<file path="src/design/lcdc_pkg.sv">
`default_nettype none
package lcdc_pkg;
   // Register addresses on the special function register port
   localparam logic [7:0] LCDC_MAIN_CONFIG_ADDR = 8'h95;
   localparam logic [7:0] LCDC_VOLT_SRC_CONFIG_ADDR = 8'h9C;
   // Reset values
   localparam logic [7:0] LCDC_MAIN_CONFIG_RST = 8'h01;
   localparam logic [7:0] LCDC_VOLT_SRC_CONFIG_RST = 8'h00;
   // Main configuration field positions
   localparam int LCDC_DRIVER_ENABLE_BIT = 7;
   localparam int LCDC_DISPLAY_MEMORY_CLEAR_BIT = 6;
   localparam int LCDC_BLINK_ENABLE_BIT = 5;
   localparam int LCDC_SLEEP_DISABLE_BIT = 4;
   localparam int LCDC_BASE_CLOCK_SELECT = 3;
   localparam int LCDC_BIAS_MODE_BIT = 2;
   localparam int LCDC_MUX_MSB = 1;
   localparam int LCDC_MUX_LSB = 0;
   // Voltage source configuration field positions
   localparam int LCDC_VSRC_RESERVED_BIT = 7;
   localparam int LCDC_VOLTAGE_SOURCE_SELECT = 6;
   localparam int LCDC_BIAS_LEVEL_MSB = 5;
   localparam int LCDC_BIAS_LEVEL_LSB = 0;
   localparam logic [7:0] LCDC_VSRC_WRITE_MASK = 8'h7F;
   // Multiplex level codes
   localparam logic [1:0] LCDC_MUX_RESERVED = 2'h0;
   localparam logic [1:0] LCDC_MUX_TWO = 2'h1;
   localparam logic [1:0] LCDC_MUX_THREE = 2'h2;
   localparam logic [1:0] LCDC_MUX_FOUR = 2'h3;
   // Common line counts
   localparam logic [2:0] LCDC_COMMONS_NONE = 3'h0;
   localparam logic [2:0] LCDC_COMMONS_TWO = 3'h2;
   localparam logic [2:0] LCDC_COMMONS_THREE = 3'h3;
   localparam logic [2:0] LCDC_COMMONS_FOUR = 3'h4;
   // Waveform level multipliers of the lowest step
   localparam logic [1:0] LCDC_MULT_ONE = 2'h1;
   localparam logic [1:0] LCDC_MULT_TWO = 2'h2;
   localparam logic [1:0] LCDC_MULT_THREE = 2'h3;
   // Bias step divisor
   localparam logic [5:0] LCDC_BIAS_DIVISOR = 6'h1F;
   // Timing
   localparam longint LCDC_CLK_HZ = 250000000;
   localparam longint LCDC_BASE_FAST_HZ = 2048;
   localparam longint LCDC_BASE_SLOW_HZ = 128;
   localparam int LCDC_FAST_DIV = int'(LCDC_CLK_HZ / LCDC_BASE_FAST_HZ);
   localparam int LCDC_SLOW_DIV = int'(LCDC_CLK_HZ / LCDC_BASE_SLOW_HZ);
   localparam int LCDC_DIV_W = 24;
endpackage : lcdc_pkg
`default_nettype wire

</file>
<file path="src/design/lcdc_base_clk_div.sv">
`timescale 1ns/1ps
`default_nettype none
module lcdc_base_clk_div
   import lcdc_pkg::*;
#(
   parameter int FAST_DIV = LCDC_FAST_DIV,
   parameter int SLOW_DIV = LCDC_SLOW_DIV
)
(
   input wire logic clk,
   input wire logic nrst,
   input wire logic run,
   input wire logic slow_sel,
   output logic tick
);
   logic [LCDC_DIV_W-1:0] cnt_ff;
   logic [LCDC_DIV_W-1:0] nxt_cnt;
   logic [LCDC_DIV_W-1:0] last;
   logic tick_ff;

   // Selected base clock sets the period of the tick
   assign last = slow_sel ? LCDC_DIV_W'(SLOW_DIV - 1) : LCDC_DIV_W'(FAST_DIV - 1);
   // Restart on a change of rate is avoided; a wrap catches a shorter period
   assign nxt_cnt = (!run || cnt_ff >= last) ? '0 : cnt_ff + 1'b1;

   always_ff @(posedge clk or negedge nrst)
   begin
      if (!nrst)
      begin
         cnt_ff <= '0;
      end
      else
      begin
         cnt_ff <= nxt_cnt;
      end
   end

   always_ff @(posedge clk or negedge nrst)
   begin
      if (!nrst)
      begin
         tick_ff <= 1'b0;
      end
      else
      begin
         tick_ff <= run && (cnt_ff >= last);
      end
   end

   assign tick = tick_ff;
endmodule : lcdc_base_clk_div
`default_nettype wire

</file>
<file path="src/design/lcdc_config_regs.sv">
`timescale 1ns/1ps
`default_nettype none
// Overview of operation
// - Setting the driver enable bit makes the driver active so that waveforms are produced; the code keeps it off while the multiplex code is 00.
// - While the display memory clear bit is set, every display data register is forced to zero; the code only passes the bit out on display_memory_clear.
// - The blink enable bit turns blinking on, with source and rate taken from the clock register.
// - In sleep the driver follows the enable bit when sleep disable is 0, and is off when it is 1.
// - The driver may run in sleep only while the internal reference enable is set.
// - The base clock select bit picks 2048 Hz at 0 and 128 Hz at 1 as the frame timing source.
// - Bias mode 0 gives levels of one, one and two steps; mode 1 gives one, two and three steps.
// - Multiplex code 01 gives two commons, 10 three, 11 four, and 00 is reserved.
// - Voltage source select 0 runs the charge pump, 1 runs the external resistor ladder.
// - The bias level field sets the lowest step as a ratio of 31 plus one when its top bit is set.
module lcdc_config_regs
   import lcdc_pkg::*;
#(
   parameter int FAST_DIV = LCDC_FAST_DIV,
   parameter int SLOW_DIV = LCDC_SLOW_DIV
)
(
   input wire logic clk,
   input wire logic nrst,
   input wire logic [7:0] sfr_addr,
   input wire logic sfr_wr,
   input wire logic [7:0] sfr_wdata,
   output logic [7:0] sfr_rdata,
   input wire logic sleep_power_mode,
   input wire logic internal_reference_enable,
   input wire logic [1:0] blink_source_field,
   input wire logic [1:0] blink_rate_field,
   output logic driver_active,
   output logic display_memory_clear,
   output logic blink_active,
   output logic [1:0] blink_source,
   output logic [1:0] blink_rate,
   output logic base_clock_tick,
   output logic base_clock_slow,
   output logic [2:0] common_count,
   output logic shared_common_two_pin_is_common,
   output logic shared_common_three_pin_is_common,
   output logic charge_pump_enable,
   output logic ext_ladder_enable,
   output logic bias_step_plus_ref,
   output logic [4:0] bias_step_ratio,
   output logic [5:0] bias_step_divisor,
   output logic [1:0] level_b_mult,
   output logic [1:0] level_c_mult
);
   logic [7:0] main_cfg_ff;
   logic [7:0] vsrc_cfg_ff;
   logic [7:0] rdata_ff;
   logic [7:0] nxt_rdata;
   logic on_ff;
   logic clr_ff;
   logic blink_ff;
   logic [1:0] blk_src_ff;
   logic [1:0] blk_rate_ff;
   logic slow_ff;
   logic [2:0] coms_ff;
   logic com2_ff;
   logic com3_ff;
   logic pump_ff;
   logic ladder_ff;
   logic plus_ff;
   logic [4:0] ratio_ff;
   logic [1:0] vb_ff;
   logic [1:0] vc_ff;
   logic nxt_on;
   logic mux_valid;

   always_ff @(posedge clk or negedge nrst)
   begin
      if (!nrst)
      begin
         main_cfg_ff <= LCDC_MAIN_CONFIG_RST;
      end
      else if (sfr_wr && sfr_addr == LCDC_MAIN_CONFIG_ADDR)
      begin
         main_cfg_ff <= sfr_wdata;
      end
   end

   always_ff @(posedge clk or negedge nrst)
   begin
      if (!nrst)
      begin
         vsrc_cfg_ff <= LCDC_VOLT_SRC_CONFIG_RST;
      end
      else if (sfr_wr && sfr_addr == LCDC_VOLT_SRC_CONFIG_ADDR)
      begin
         vsrc_cfg_ff <= sfr_wdata & LCDC_VSRC_WRITE_MASK;
      end
   end

   // Read data is registered; other addresses read as zero
   always_comb
   begin
      nxt_rdata = '0;
      case (sfr_addr)
         LCDC_MAIN_CONFIG_ADDR: nxt_rdata = main_cfg_ff;
         LCDC_VOLT_SRC_CONFIG_ADDR: nxt_rdata = vsrc_cfg_ff & LCDC_VSRC_WRITE_MASK;
         default: nxt_rdata = '0;
      endcase
   end

   always_ff @(posedge clk or negedge nrst)
   begin
      if (!nrst)
      begin
         rdata_ff <= '0;
      end
      else
      begin
         rdata_ff <= nxt_rdata;
      end
   end

   // Reserved multiplex code keeps the driver off rather than guess a panel
   assign mux_valid = main_cfg_ff[LCDC_MUX_MSB:LCDC_MUX_LSB] != LCDC_MUX_RESERVED;

   // Sleep needs both the enable path and the reference to keep the glass driven
   assign nxt_on = main_cfg_ff[LCDC_DRIVER_ENABLE_BIT] && mux_valid
      && (!sleep_power_mode
         || (!main_cfg_ff[LCDC_SLEEP_DISABLE_BIT] && internal_reference_enable));

   always_ff @(posedge clk or negedge nrst)
   begin
      if (!nrst)
      begin
         on_ff <= 1'b0;
         clr_ff <= 1'b0;
         blink_ff <= 1'b0;
         blk_src_ff <= '0;
         blk_rate_ff <= '0;
      end
      else
      begin
         on_ff <= nxt_on;
         clr_ff <= main_cfg_ff[LCDC_DISPLAY_MEMORY_CLEAR_BIT];
         blink_ff <= nxt_on && main_cfg_ff[LCDC_BLINK_ENABLE_BIT];
         blk_src_ff <= blink_source_field;
         blk_rate_ff <= blink_rate_field;
      end
   end

   always_ff @(posedge clk or negedge nrst)
   begin
      if (!nrst)
      begin
         slow_ff <= 1'b0;
      end
      else
      begin
         slow_ff <= main_cfg_ff[LCDC_BASE_CLOCK_SELECT];
      end
   end

   always_ff @(posedge clk or negedge nrst)
   begin
      if (!nrst)
      begin
         coms_ff <= LCDC_COMMONS_TWO;
         com2_ff <= 1'b0;
         com3_ff <= 1'b0;
      end
      else
      begin
         case (main_cfg_ff[LCDC_MUX_MSB:LCDC_MUX_LSB])
            LCDC_MUX_TWO:
            begin
               coms_ff <= LCDC_COMMONS_TWO;
               com2_ff <= 1'b0;
               com3_ff <= 1'b0;
            end
            LCDC_MUX_THREE:
            begin
               coms_ff <= LCDC_COMMONS_THREE;
               com2_ff <= 1'b1;
               com3_ff <= 1'b0;
            end
            LCDC_MUX_FOUR:
            begin
               coms_ff <= LCDC_COMMONS_FOUR;
               com2_ff <= 1'b1;
               com3_ff <= 1'b1;
            end
            default:
            begin
               coms_ff <= LCDC_COMMONS_NONE;
               com2_ff <= 1'b0;
               com3_ff <= 1'b0;
            end
         endcase
      end
   end

   always_ff @(posedge clk or negedge nrst)
   begin
      if (!nrst)
      begin
         pump_ff <= 1'b1;
         ladder_ff <= 1'b0;
      end
      else
      begin
         pump_ff <= !vsrc_cfg_ff[LCDC_VOLTAGE_SOURCE_SELECT];
         ladder_ff <= vsrc_cfg_ff[LCDC_VOLTAGE_SOURCE_SELECT];
      end
   end

   always_ff @(posedge clk or negedge nrst)
   begin
      if (!nrst)
      begin
         plus_ff <= 1'b0;
         ratio_ff <= '0;
         vb_ff <= LCDC_MULT_ONE;
         vc_ff <= LCDC_MULT_TWO;
      end
      else
      begin
         plus_ff <= vsrc_cfg_ff[LCDC_BIAS_LEVEL_MSB];
         ratio_ff <= vsrc_cfg_ff[LCDC_BIAS_LEVEL_MSB-1:LCDC_BIAS_LEVEL_LSB];
         vb_ff <= main_cfg_ff[LCDC_BIAS_MODE_BIT] ? LCDC_MULT_TWO : LCDC_MULT_ONE;
         vc_ff <= main_cfg_ff[LCDC_BIAS_MODE_BIT] ? LCDC_MULT_THREE : LCDC_MULT_TWO;
      end
   end

   // Tick only runs while the driver is on, so a stopped driver saves toggling
   lcdc_base_clk_div #(
      .FAST_DIV(FAST_DIV),
      .SLOW_DIV(SLOW_DIV)
   ) u_div (
      .clk(clk),
      .nrst(nrst),
      .run(on_ff),
      .slow_sel(slow_ff),
      .tick(base_clock_tick)
   );

   assign sfr_rdata = rdata_ff;
   assign driver_active = on_ff;
   assign display_memory_clear = clr_ff;
   assign blink_active = blink_ff;
   assign blink_source = blk_src_ff;
   assign blink_rate = blk_rate_ff;
   assign base_clock_slow = slow_ff;
   assign common_count = coms_ff;
   assign shared_common_two_pin_is_common = com2_ff;
   assign shared_common_three_pin_is_common = com3_ff;
   assign charge_pump_enable = pump_ff;
   assign ext_ladder_enable = ladder_ff;
   assign bias_step_plus_ref = plus_ff;
   assign bias_step_ratio = ratio_ff;
   assign bias_step_divisor = LCDC_BIAS_DIVISOR;
   assign level_b_mult = vb_ff;
   assign level_c_mult = vc_ff;
endmodule : lcdc_config_regs
`default_nettype wire

</file>
<file path="config.mk">
export PLATFORM = sky130hd
export DESIGN_NAME = lcdc_config_regs
export DESIGN_NICKNAME = d
export VERILOG_FILES = /design/src/design/lcdc_pkg.sv /design/src/design/lcdc_base_clk_div.sv /design/src/design/lcdc_config_regs.sv
export SDC_FILE = /design/constraint.sdc
export NUM_CORES = 1
export LEC_CHECK = 0
export ABC_AREA = 1
export BUFFER_PORTS_ARGS = -buffer_cell sky130_fd_sc_hd__buf_2
export CAP_MARGIN = 10
export CORE_ASPECT_RATIO = 0.5
export CORE_MARGIN = 2
export CORE_UTILIZATION = 35
export CTS_BUF_LIST = sky130_fd_sc_hd__clkbuf_2 sky130_fd_sc_hd__clkbuf_4 sky130_fd_sc_hd__clkbuf_8
export DETAILED_ROUTE_END_ITERATION = 6
export PLACE_DENSITY_LB_ADDON = 0.05
export SYNTH_ARGS = -nofsm -noshare
export SYNTH_HDL_FRONTEND = slang
export SYNTH_HIERARCHICAL = 1
export SYNTH_SLANG_ARGS = --single-unit
</file>
<file path="constraint.sdc">
create_clock -name clk -period 1.5 [get_ports clk]
set_input_delay 0.15 -clock clk [delete_from_list [all_inputs] [get_ports clk]]
set_output_delay 0.15 -clock clk [all_outputs]
set_load 0.01 [all_outputs]
</file>
; ---- Word level (Yosys, flattened, before mapping)
; Cells that the tools add are included.
[totals]
regBits = 73
latchBits = 0
ramBits = 0
romBits = 0
in_bits = 25
output_inout_bits = 40
mem_count = 0
[op_classes]
n_addsub = 1
mul = 0
n_div = 0
magnitude_cmp = 1
n_eq_ne = 5
n_shift = 0
n_mux = 8
n_bitwise = 0
n_reduce_logical = 15
[op_table]
columns = op, count
row1 = $add A24 B1 Y24 const B, 1
row2 = $ge A24 B24 Y1, 1
row3 = $mux W24, 1
row4 = $mux W21, 1
row5 = $eq A8 B8 Y1 const B, 2
row6 = $pmux W8 S2, 1
row7 = $pmux W3 S3, 1
row8 = $logic_and A1 B1 Y1, 7
row9 = $eq A2 B2 Y1 const B, 2
row10 = $logic_not A1 Y1, 4
row11 = $mux W1, 3
row12 = $eq A2 B1 Y1 const B, 1
row13 = $logic_or A1 B1 Y1, 2
row14 = $mux W2, 1
row15 = $reduce_bool A2 Y1, 1
row16 = $reduce_or A2 Y1, 1

; ---- Depth between registers and ports, before layout
[depth]
depth_word = 5
ltp_mapped = 12
mapped_depth_nobuf = 11

; ---- Modules after synthesis
; Netlist, hierarchy kept.
[by_module_without_submodules]
columns = mod, n_inst, cells_per_inst, area_each_um2, seq_area_each_um2
row1 = lcdc_config_regs, 1, 164, 1712.9, 1131.1
row2 = lcdc_base_clk_div, 1, 211, 1576.5, 625.6

; ---- Least setup slack after synthesis
; No wires, ideal clock.
[synth_path]
path_kind = reg2reg
startpoint = register slow_ff, in the netlist base_clock_slow
endpoint = register u_div.cnt_ff[2]
arrival_ps = 1617
t_required_ps = 1429
path_slack_ps = -188
stages_incl_launch_ff = 11
path_buffers = 1
period_less_slack_ps = 1688
cell_sequence = dfrtp_1 > inv_1 > ha_1 > a21oi_1 > nand2_1 > nand2_1 > nand2_1 > nor2_2 > nand3_2 > buf_4 > nor2_1
[synth_between]
elab_chain_len = 4
[synth_rtl]
columns = element, line_no
row1 = start: declaration, lcdc_config_regs.sv:58  ; logic slow_ff;
row2 = start signal: assignment, lcdc_config_regs.sv:154  ; slow_ff <= main_cfg_ff[LCDC_BASE_CLOCK_SELECT];
row3 = $mux W21, lcdc_base_clk_div.sv:22  ; assign last = slow_sel ? LCDC_DIV_W'(SLOW_DIV - 1) : LCDC_DIV_W'(FAST_DIV - 1);
row4 = $ge A24 B24 Y1, lcdc_base_clk_div.sv:24  ; assign nxt_cnt = (!run || cnt_ff >= last) ? '0 : cnt_ff + 1'b1;
row5 = $logic_or A1 B1 Y1, lcdc_base_clk_div.sv:24
row6 = $mux W24, lcdc_base_clk_div.sv:24
row7 = net u_div.nxt_cnt[2], lcdc_base_clk_div.sv:17  ; logic [LCDC_DIV_W-1:0] nxt_cnt;
row8 = end signal: assignment, lcdc_base_clk_div.sv:34  ; cnt_ff <= nxt_cnt;
row9 = end: declaration, lcdc_base_clk_div.sv:16  ; logic [LCDC_DIV_W-1:0] cnt_ff;
; The timed path passes the listed nets, and every way through them passes these cells.
; A chain may end at the register's enable or synchronous reset.

; ---- Final worst setup path
[layout_path]
startpoint = register slow_ff, in the netlist base_clock_slow
endpoint = register u_div.cnt_ff[6]
; Same word-level chain as after synthesis.

==> results.txt <==
The run finished, with violations left. The checks that failed: setup timing. In this run the static leakage power is 2.05 nW. The max-slew violation total from the final report came to 0. Timing analysis after detailed placement gives a worst setup slack of -0.189 ns. The number of cells in the design after placement came out at 561. For the worst setup path, the data arrival time is 1.99 ns.

After the flow finishes, the layout carries non-filler instances totaling 584. The number of instances in the synthesized netlist is 375. The core outline area came out at 0.00892 mm^2. The first-iteration detailed-routing DRC count came out at 148. The y dimension of the die came out at 72.6 um. The largest individual stage delay along the critical path comes from the cell dfrtp_2. The clock-pin slew reported for the worst setup and hold paths after clock tree synthesis came out at 0.08 ns. The routed length per instance came out at 12.8 um. The initial antenna violation count came out at 0.

The count of final hold-check violations is 0. Entering global routing, the biggest net connects 71 pins. The setup slack after layout came out at -0.208 ns. The detailed-route DRC error count is 0.

The critical path goes through inv_6 -> ha_4 -> a21oi_1 -> nand2_1 -> nand2_1 -> nand2_1 -> nor2_2 -> nand3_4 -> clkbuf_16 -> nor2_1. In this run the deepest clock path goes through 2 buffers. The total congestion overflow is 0.

Of the cells placed in the final design, the portion with a size suffix greater than 1 is 25.9%. The kind of critical path is flip-flop to flip-flop. The number of CTS-inserted buffers is 9. STA classifies the critical path startpoint as a flip-flop. The delay of the slowest cell on the worst path is 0.46 ns.

The worst clock skew came out at 0.0109 ns. The net total in the final layout is 500. The top achievable clock speed came out at 586 MHz.

The post-synthesis sequential element count is 70. The all-layer global routing usage came out at 15.8%. The number of antenna diodes in the final layout is 0. The final estimated routing congestion in global placement is 0.846. The number of post-CTS setup repair buffers came out at 0. The number of global-route vias before repair came to 2,621.

The count of nets left with antenna violations once routing finished came out at 0. The netlist uses 25 different library cells. The first global-routing pass estimated 12,400 um of wire. The clock latency on the worst-skew pair is 0.35 ns. The library cells used most frequently in the layout, excluding fill and tap cells, are nand2_1, dfrtp_1, nor2_1. The average vias per placed instance came out at 4.38.

For this configuration, the core starts out at a cell density of 36.9%. The total clock sinks came out at 70. The most numerous cell type found on the critical path is nand2_1. The final number of setup-violating endpoints is 23. The deepest level of the CTS H-tree is 3. Of all nets on the critical path, the largest fanout is 11. The floorplan step defined a die boundary enclosing 0.0102 mm^2. The horizontal extent of the die came out at 141 um. The detailed-routing iteration count for the pre-antenna-repair pass came out at 4. The areal power density over the cells came out at 900 mW/mm^2. STA classifies the critical path endpoint as a flip-flop. The part of the cycle the worst path needs came out at 114%.

The kind of path behind the tightest hold check is input pin to flip-flop. The cell area after synthesis is 0.00329 mm^2. The final layout contains routed wiring with a total length of 7460 um.

Relative to the synthesized area, the layout overhead comes to 26.4%. The maximum vdd drop is 0.000405 V. Leaving out fill and tap cells, the most frequent cell in the layout is nand2_1. Setup repair after global routing could not meet its margin everywhere. The average instance in the mapped netlist occupies 8.77 um^2. The number of buffer cells added on primary ports is 57. The floorplan has 24 rows.

For this block, the via count after detailed routing is 2,555. The worst hold margin is 0.0335 ns. The tree is rooted in a clkbuf_8. For this run, the number of Yosys warnings is 6.

In this run the count of I/O pins placed on the die edge is 65. The data required time at the worst endpoint came out at 1.78 ns. The number of violations of the max-capacitance limit came out at 0. Summing the sequential cell areas from Yosys gives 53.4% of the chip area.

The time the final worst path needs with I/O delays and setup came out at 1.71 ns. TritonCTS built the clock tree. The post-detailed-placement half-perimeter wirelength is 5240 um. The final core area utilization came out at 46.6%.
==> repair_timing <==
action / CTS / global route
gates resized for setup: 3 / 3
cloned: 0 / 1
hold buffers: 6 / 0
endpoints found under the setup margin: 23 / 23
pin swaps: 1 / 0
hold endpoints to repair: 71 / 0
==> cells by family (layout without fill, tap and decap cells) <==
group / Yosys count / count (layout) / share of synthesized area (%)
AOI/OAI and AO/OA: 11 / 11 / 1.83
xor gates and xnor gates: 18 / 18 / 4.79
adders and majority gates: 13 / 13 / 4.94
buffers and inverters: 48 / 134 / 7.23
DFF: 70 / 70 / 53.4
other: 3 / 9 / 0.342
and+or+nand+nor: 212 / 212 / 27.5
==> Yosys cell counts <==
cell      count  area [um^2]
nand2_1     107          402
a21boi_0      2         15.0
nor2_2        4         25.0
nor3_1        5         25.0
buf_2         1         5.00
or2_2         2         12.5
inv_1        34          128
o21ai_0       6         30.0
xor2_1       12          105
ha_1         13          163
nand3_1      24          120
dfrtp_1      66         1650
buf_6         2         22.5
nand4_1       1         6.26
nand2_2       2         12.5
conb_1        3         11.3
nand3_2       3         30.0
xnor2_1       6         52.6
dfstp_2       4          105
nor2_4        2         22.5
nor3b_2       1         12.5
nor3_2        1         10.0
buf_4        11         82.6
a21oi_1       3         15.0
nor2_1       60          225
==> where the power goes <==
part           internal (W)  switching [W]
Sequential          0.00194      0.0000244
Clock              0.000797       0.000753
Combinational     0.0000892       0.000137
Total               0.00283       0.000915
==> per-stage QoR <==
step,total power [W],cell area [um^2],TNS [ns]
5_1_grt,0.00393,4160,-6.96
4_1_cts,0.00381,4120,-3.86
2_1_floorplan,0.00211,3350,-0.806
3_3_place_gp,0.00221,3840,-1.91
3_5_place_dp,0.00222,3840,-3.93
6_report,0.00374,4160,-4.16
==> layer usage <==
layer | global-route usage [%] | vias up | part of all wire, %
li1 | - | 1318 | -
met1 | 19.9 | 1184 | 48
met2 | 25.6 | 47 | 47
met3 | 5.68 | 6 | 3.9
met4 | 6.00 | 0 | 0.98
met5 | 0 | - | 0
==> area by class of cell <==
| cell class | count | area, um^2 |
|---|---|---|
| fillers | 855 | 4760 |
| flip-flops and latches | 70 | 1760 |
| multi-input cells | 263 | 1370 |
| repair buffers | 84 | 546 |
| well taps | 117 | 146 |
| inverters | 34 | 133 |
| clock buffers | 10 | 131 |
| clock inverters | 6 | 71.3 |
==> flip-flops by register name (all words and copies together), names as in the netlist <==
register	cells
ext_ladder_enable	1
main_cfg_ff	8
sfr_rdata	8
driver_active	1
blink_rate	2
display_memory_clear	1
bias_step_plus_ref	1
blink_active	1
base_clock_slow	1
bias_step_ratio	5
common_count	2
shared_common_two_pin_is_common	1
charge_pump_enable	1
shared_common_three_pin_is_common	1
blink_source	2
level_b_mult	1
level_c_mult	1
u_div/cnt_ff	24
vsrc_cfg_ff	7
u_div/tick	1
==> worst max-delay path: cells and delay by family (launching register included) <==
family,cells,cell delay [ns]
AOI/OAI and AO/OA,1,0.12
buffers and inverters,2,0.31
and+or+nand+nor,6,0.52
DFF,1,0.46
adders and majority gates,1,0.21
==> worst paths after layout <==
| kind | from | slack (ns) | depth (start not counted) | to |
|---|---|---|---|---|
| worst max-delay path | base_clock_slow | -0.21 | 10 | u_div/cnt_ff[6] |
| worst min-delay path | sfr_wdata[7] | 0.03 | 3 | main_cfg_ff[7] |
| max in group asynchronous | nrst | 0.81 | 3 | common_count[1] |
| worst min register to register | main_cfg_ff[6] | 0.41 | 0 | display_memory_clear |
| min in group asynchronous | nrst | 0.34 | 3 | sfr_rdata[2] |
| worst max register to register | base_clock_slow | -0.21 | 10 | u_div/cnt_ff[6] |
No activity file was read; power rests on OpenSTA's default activity.
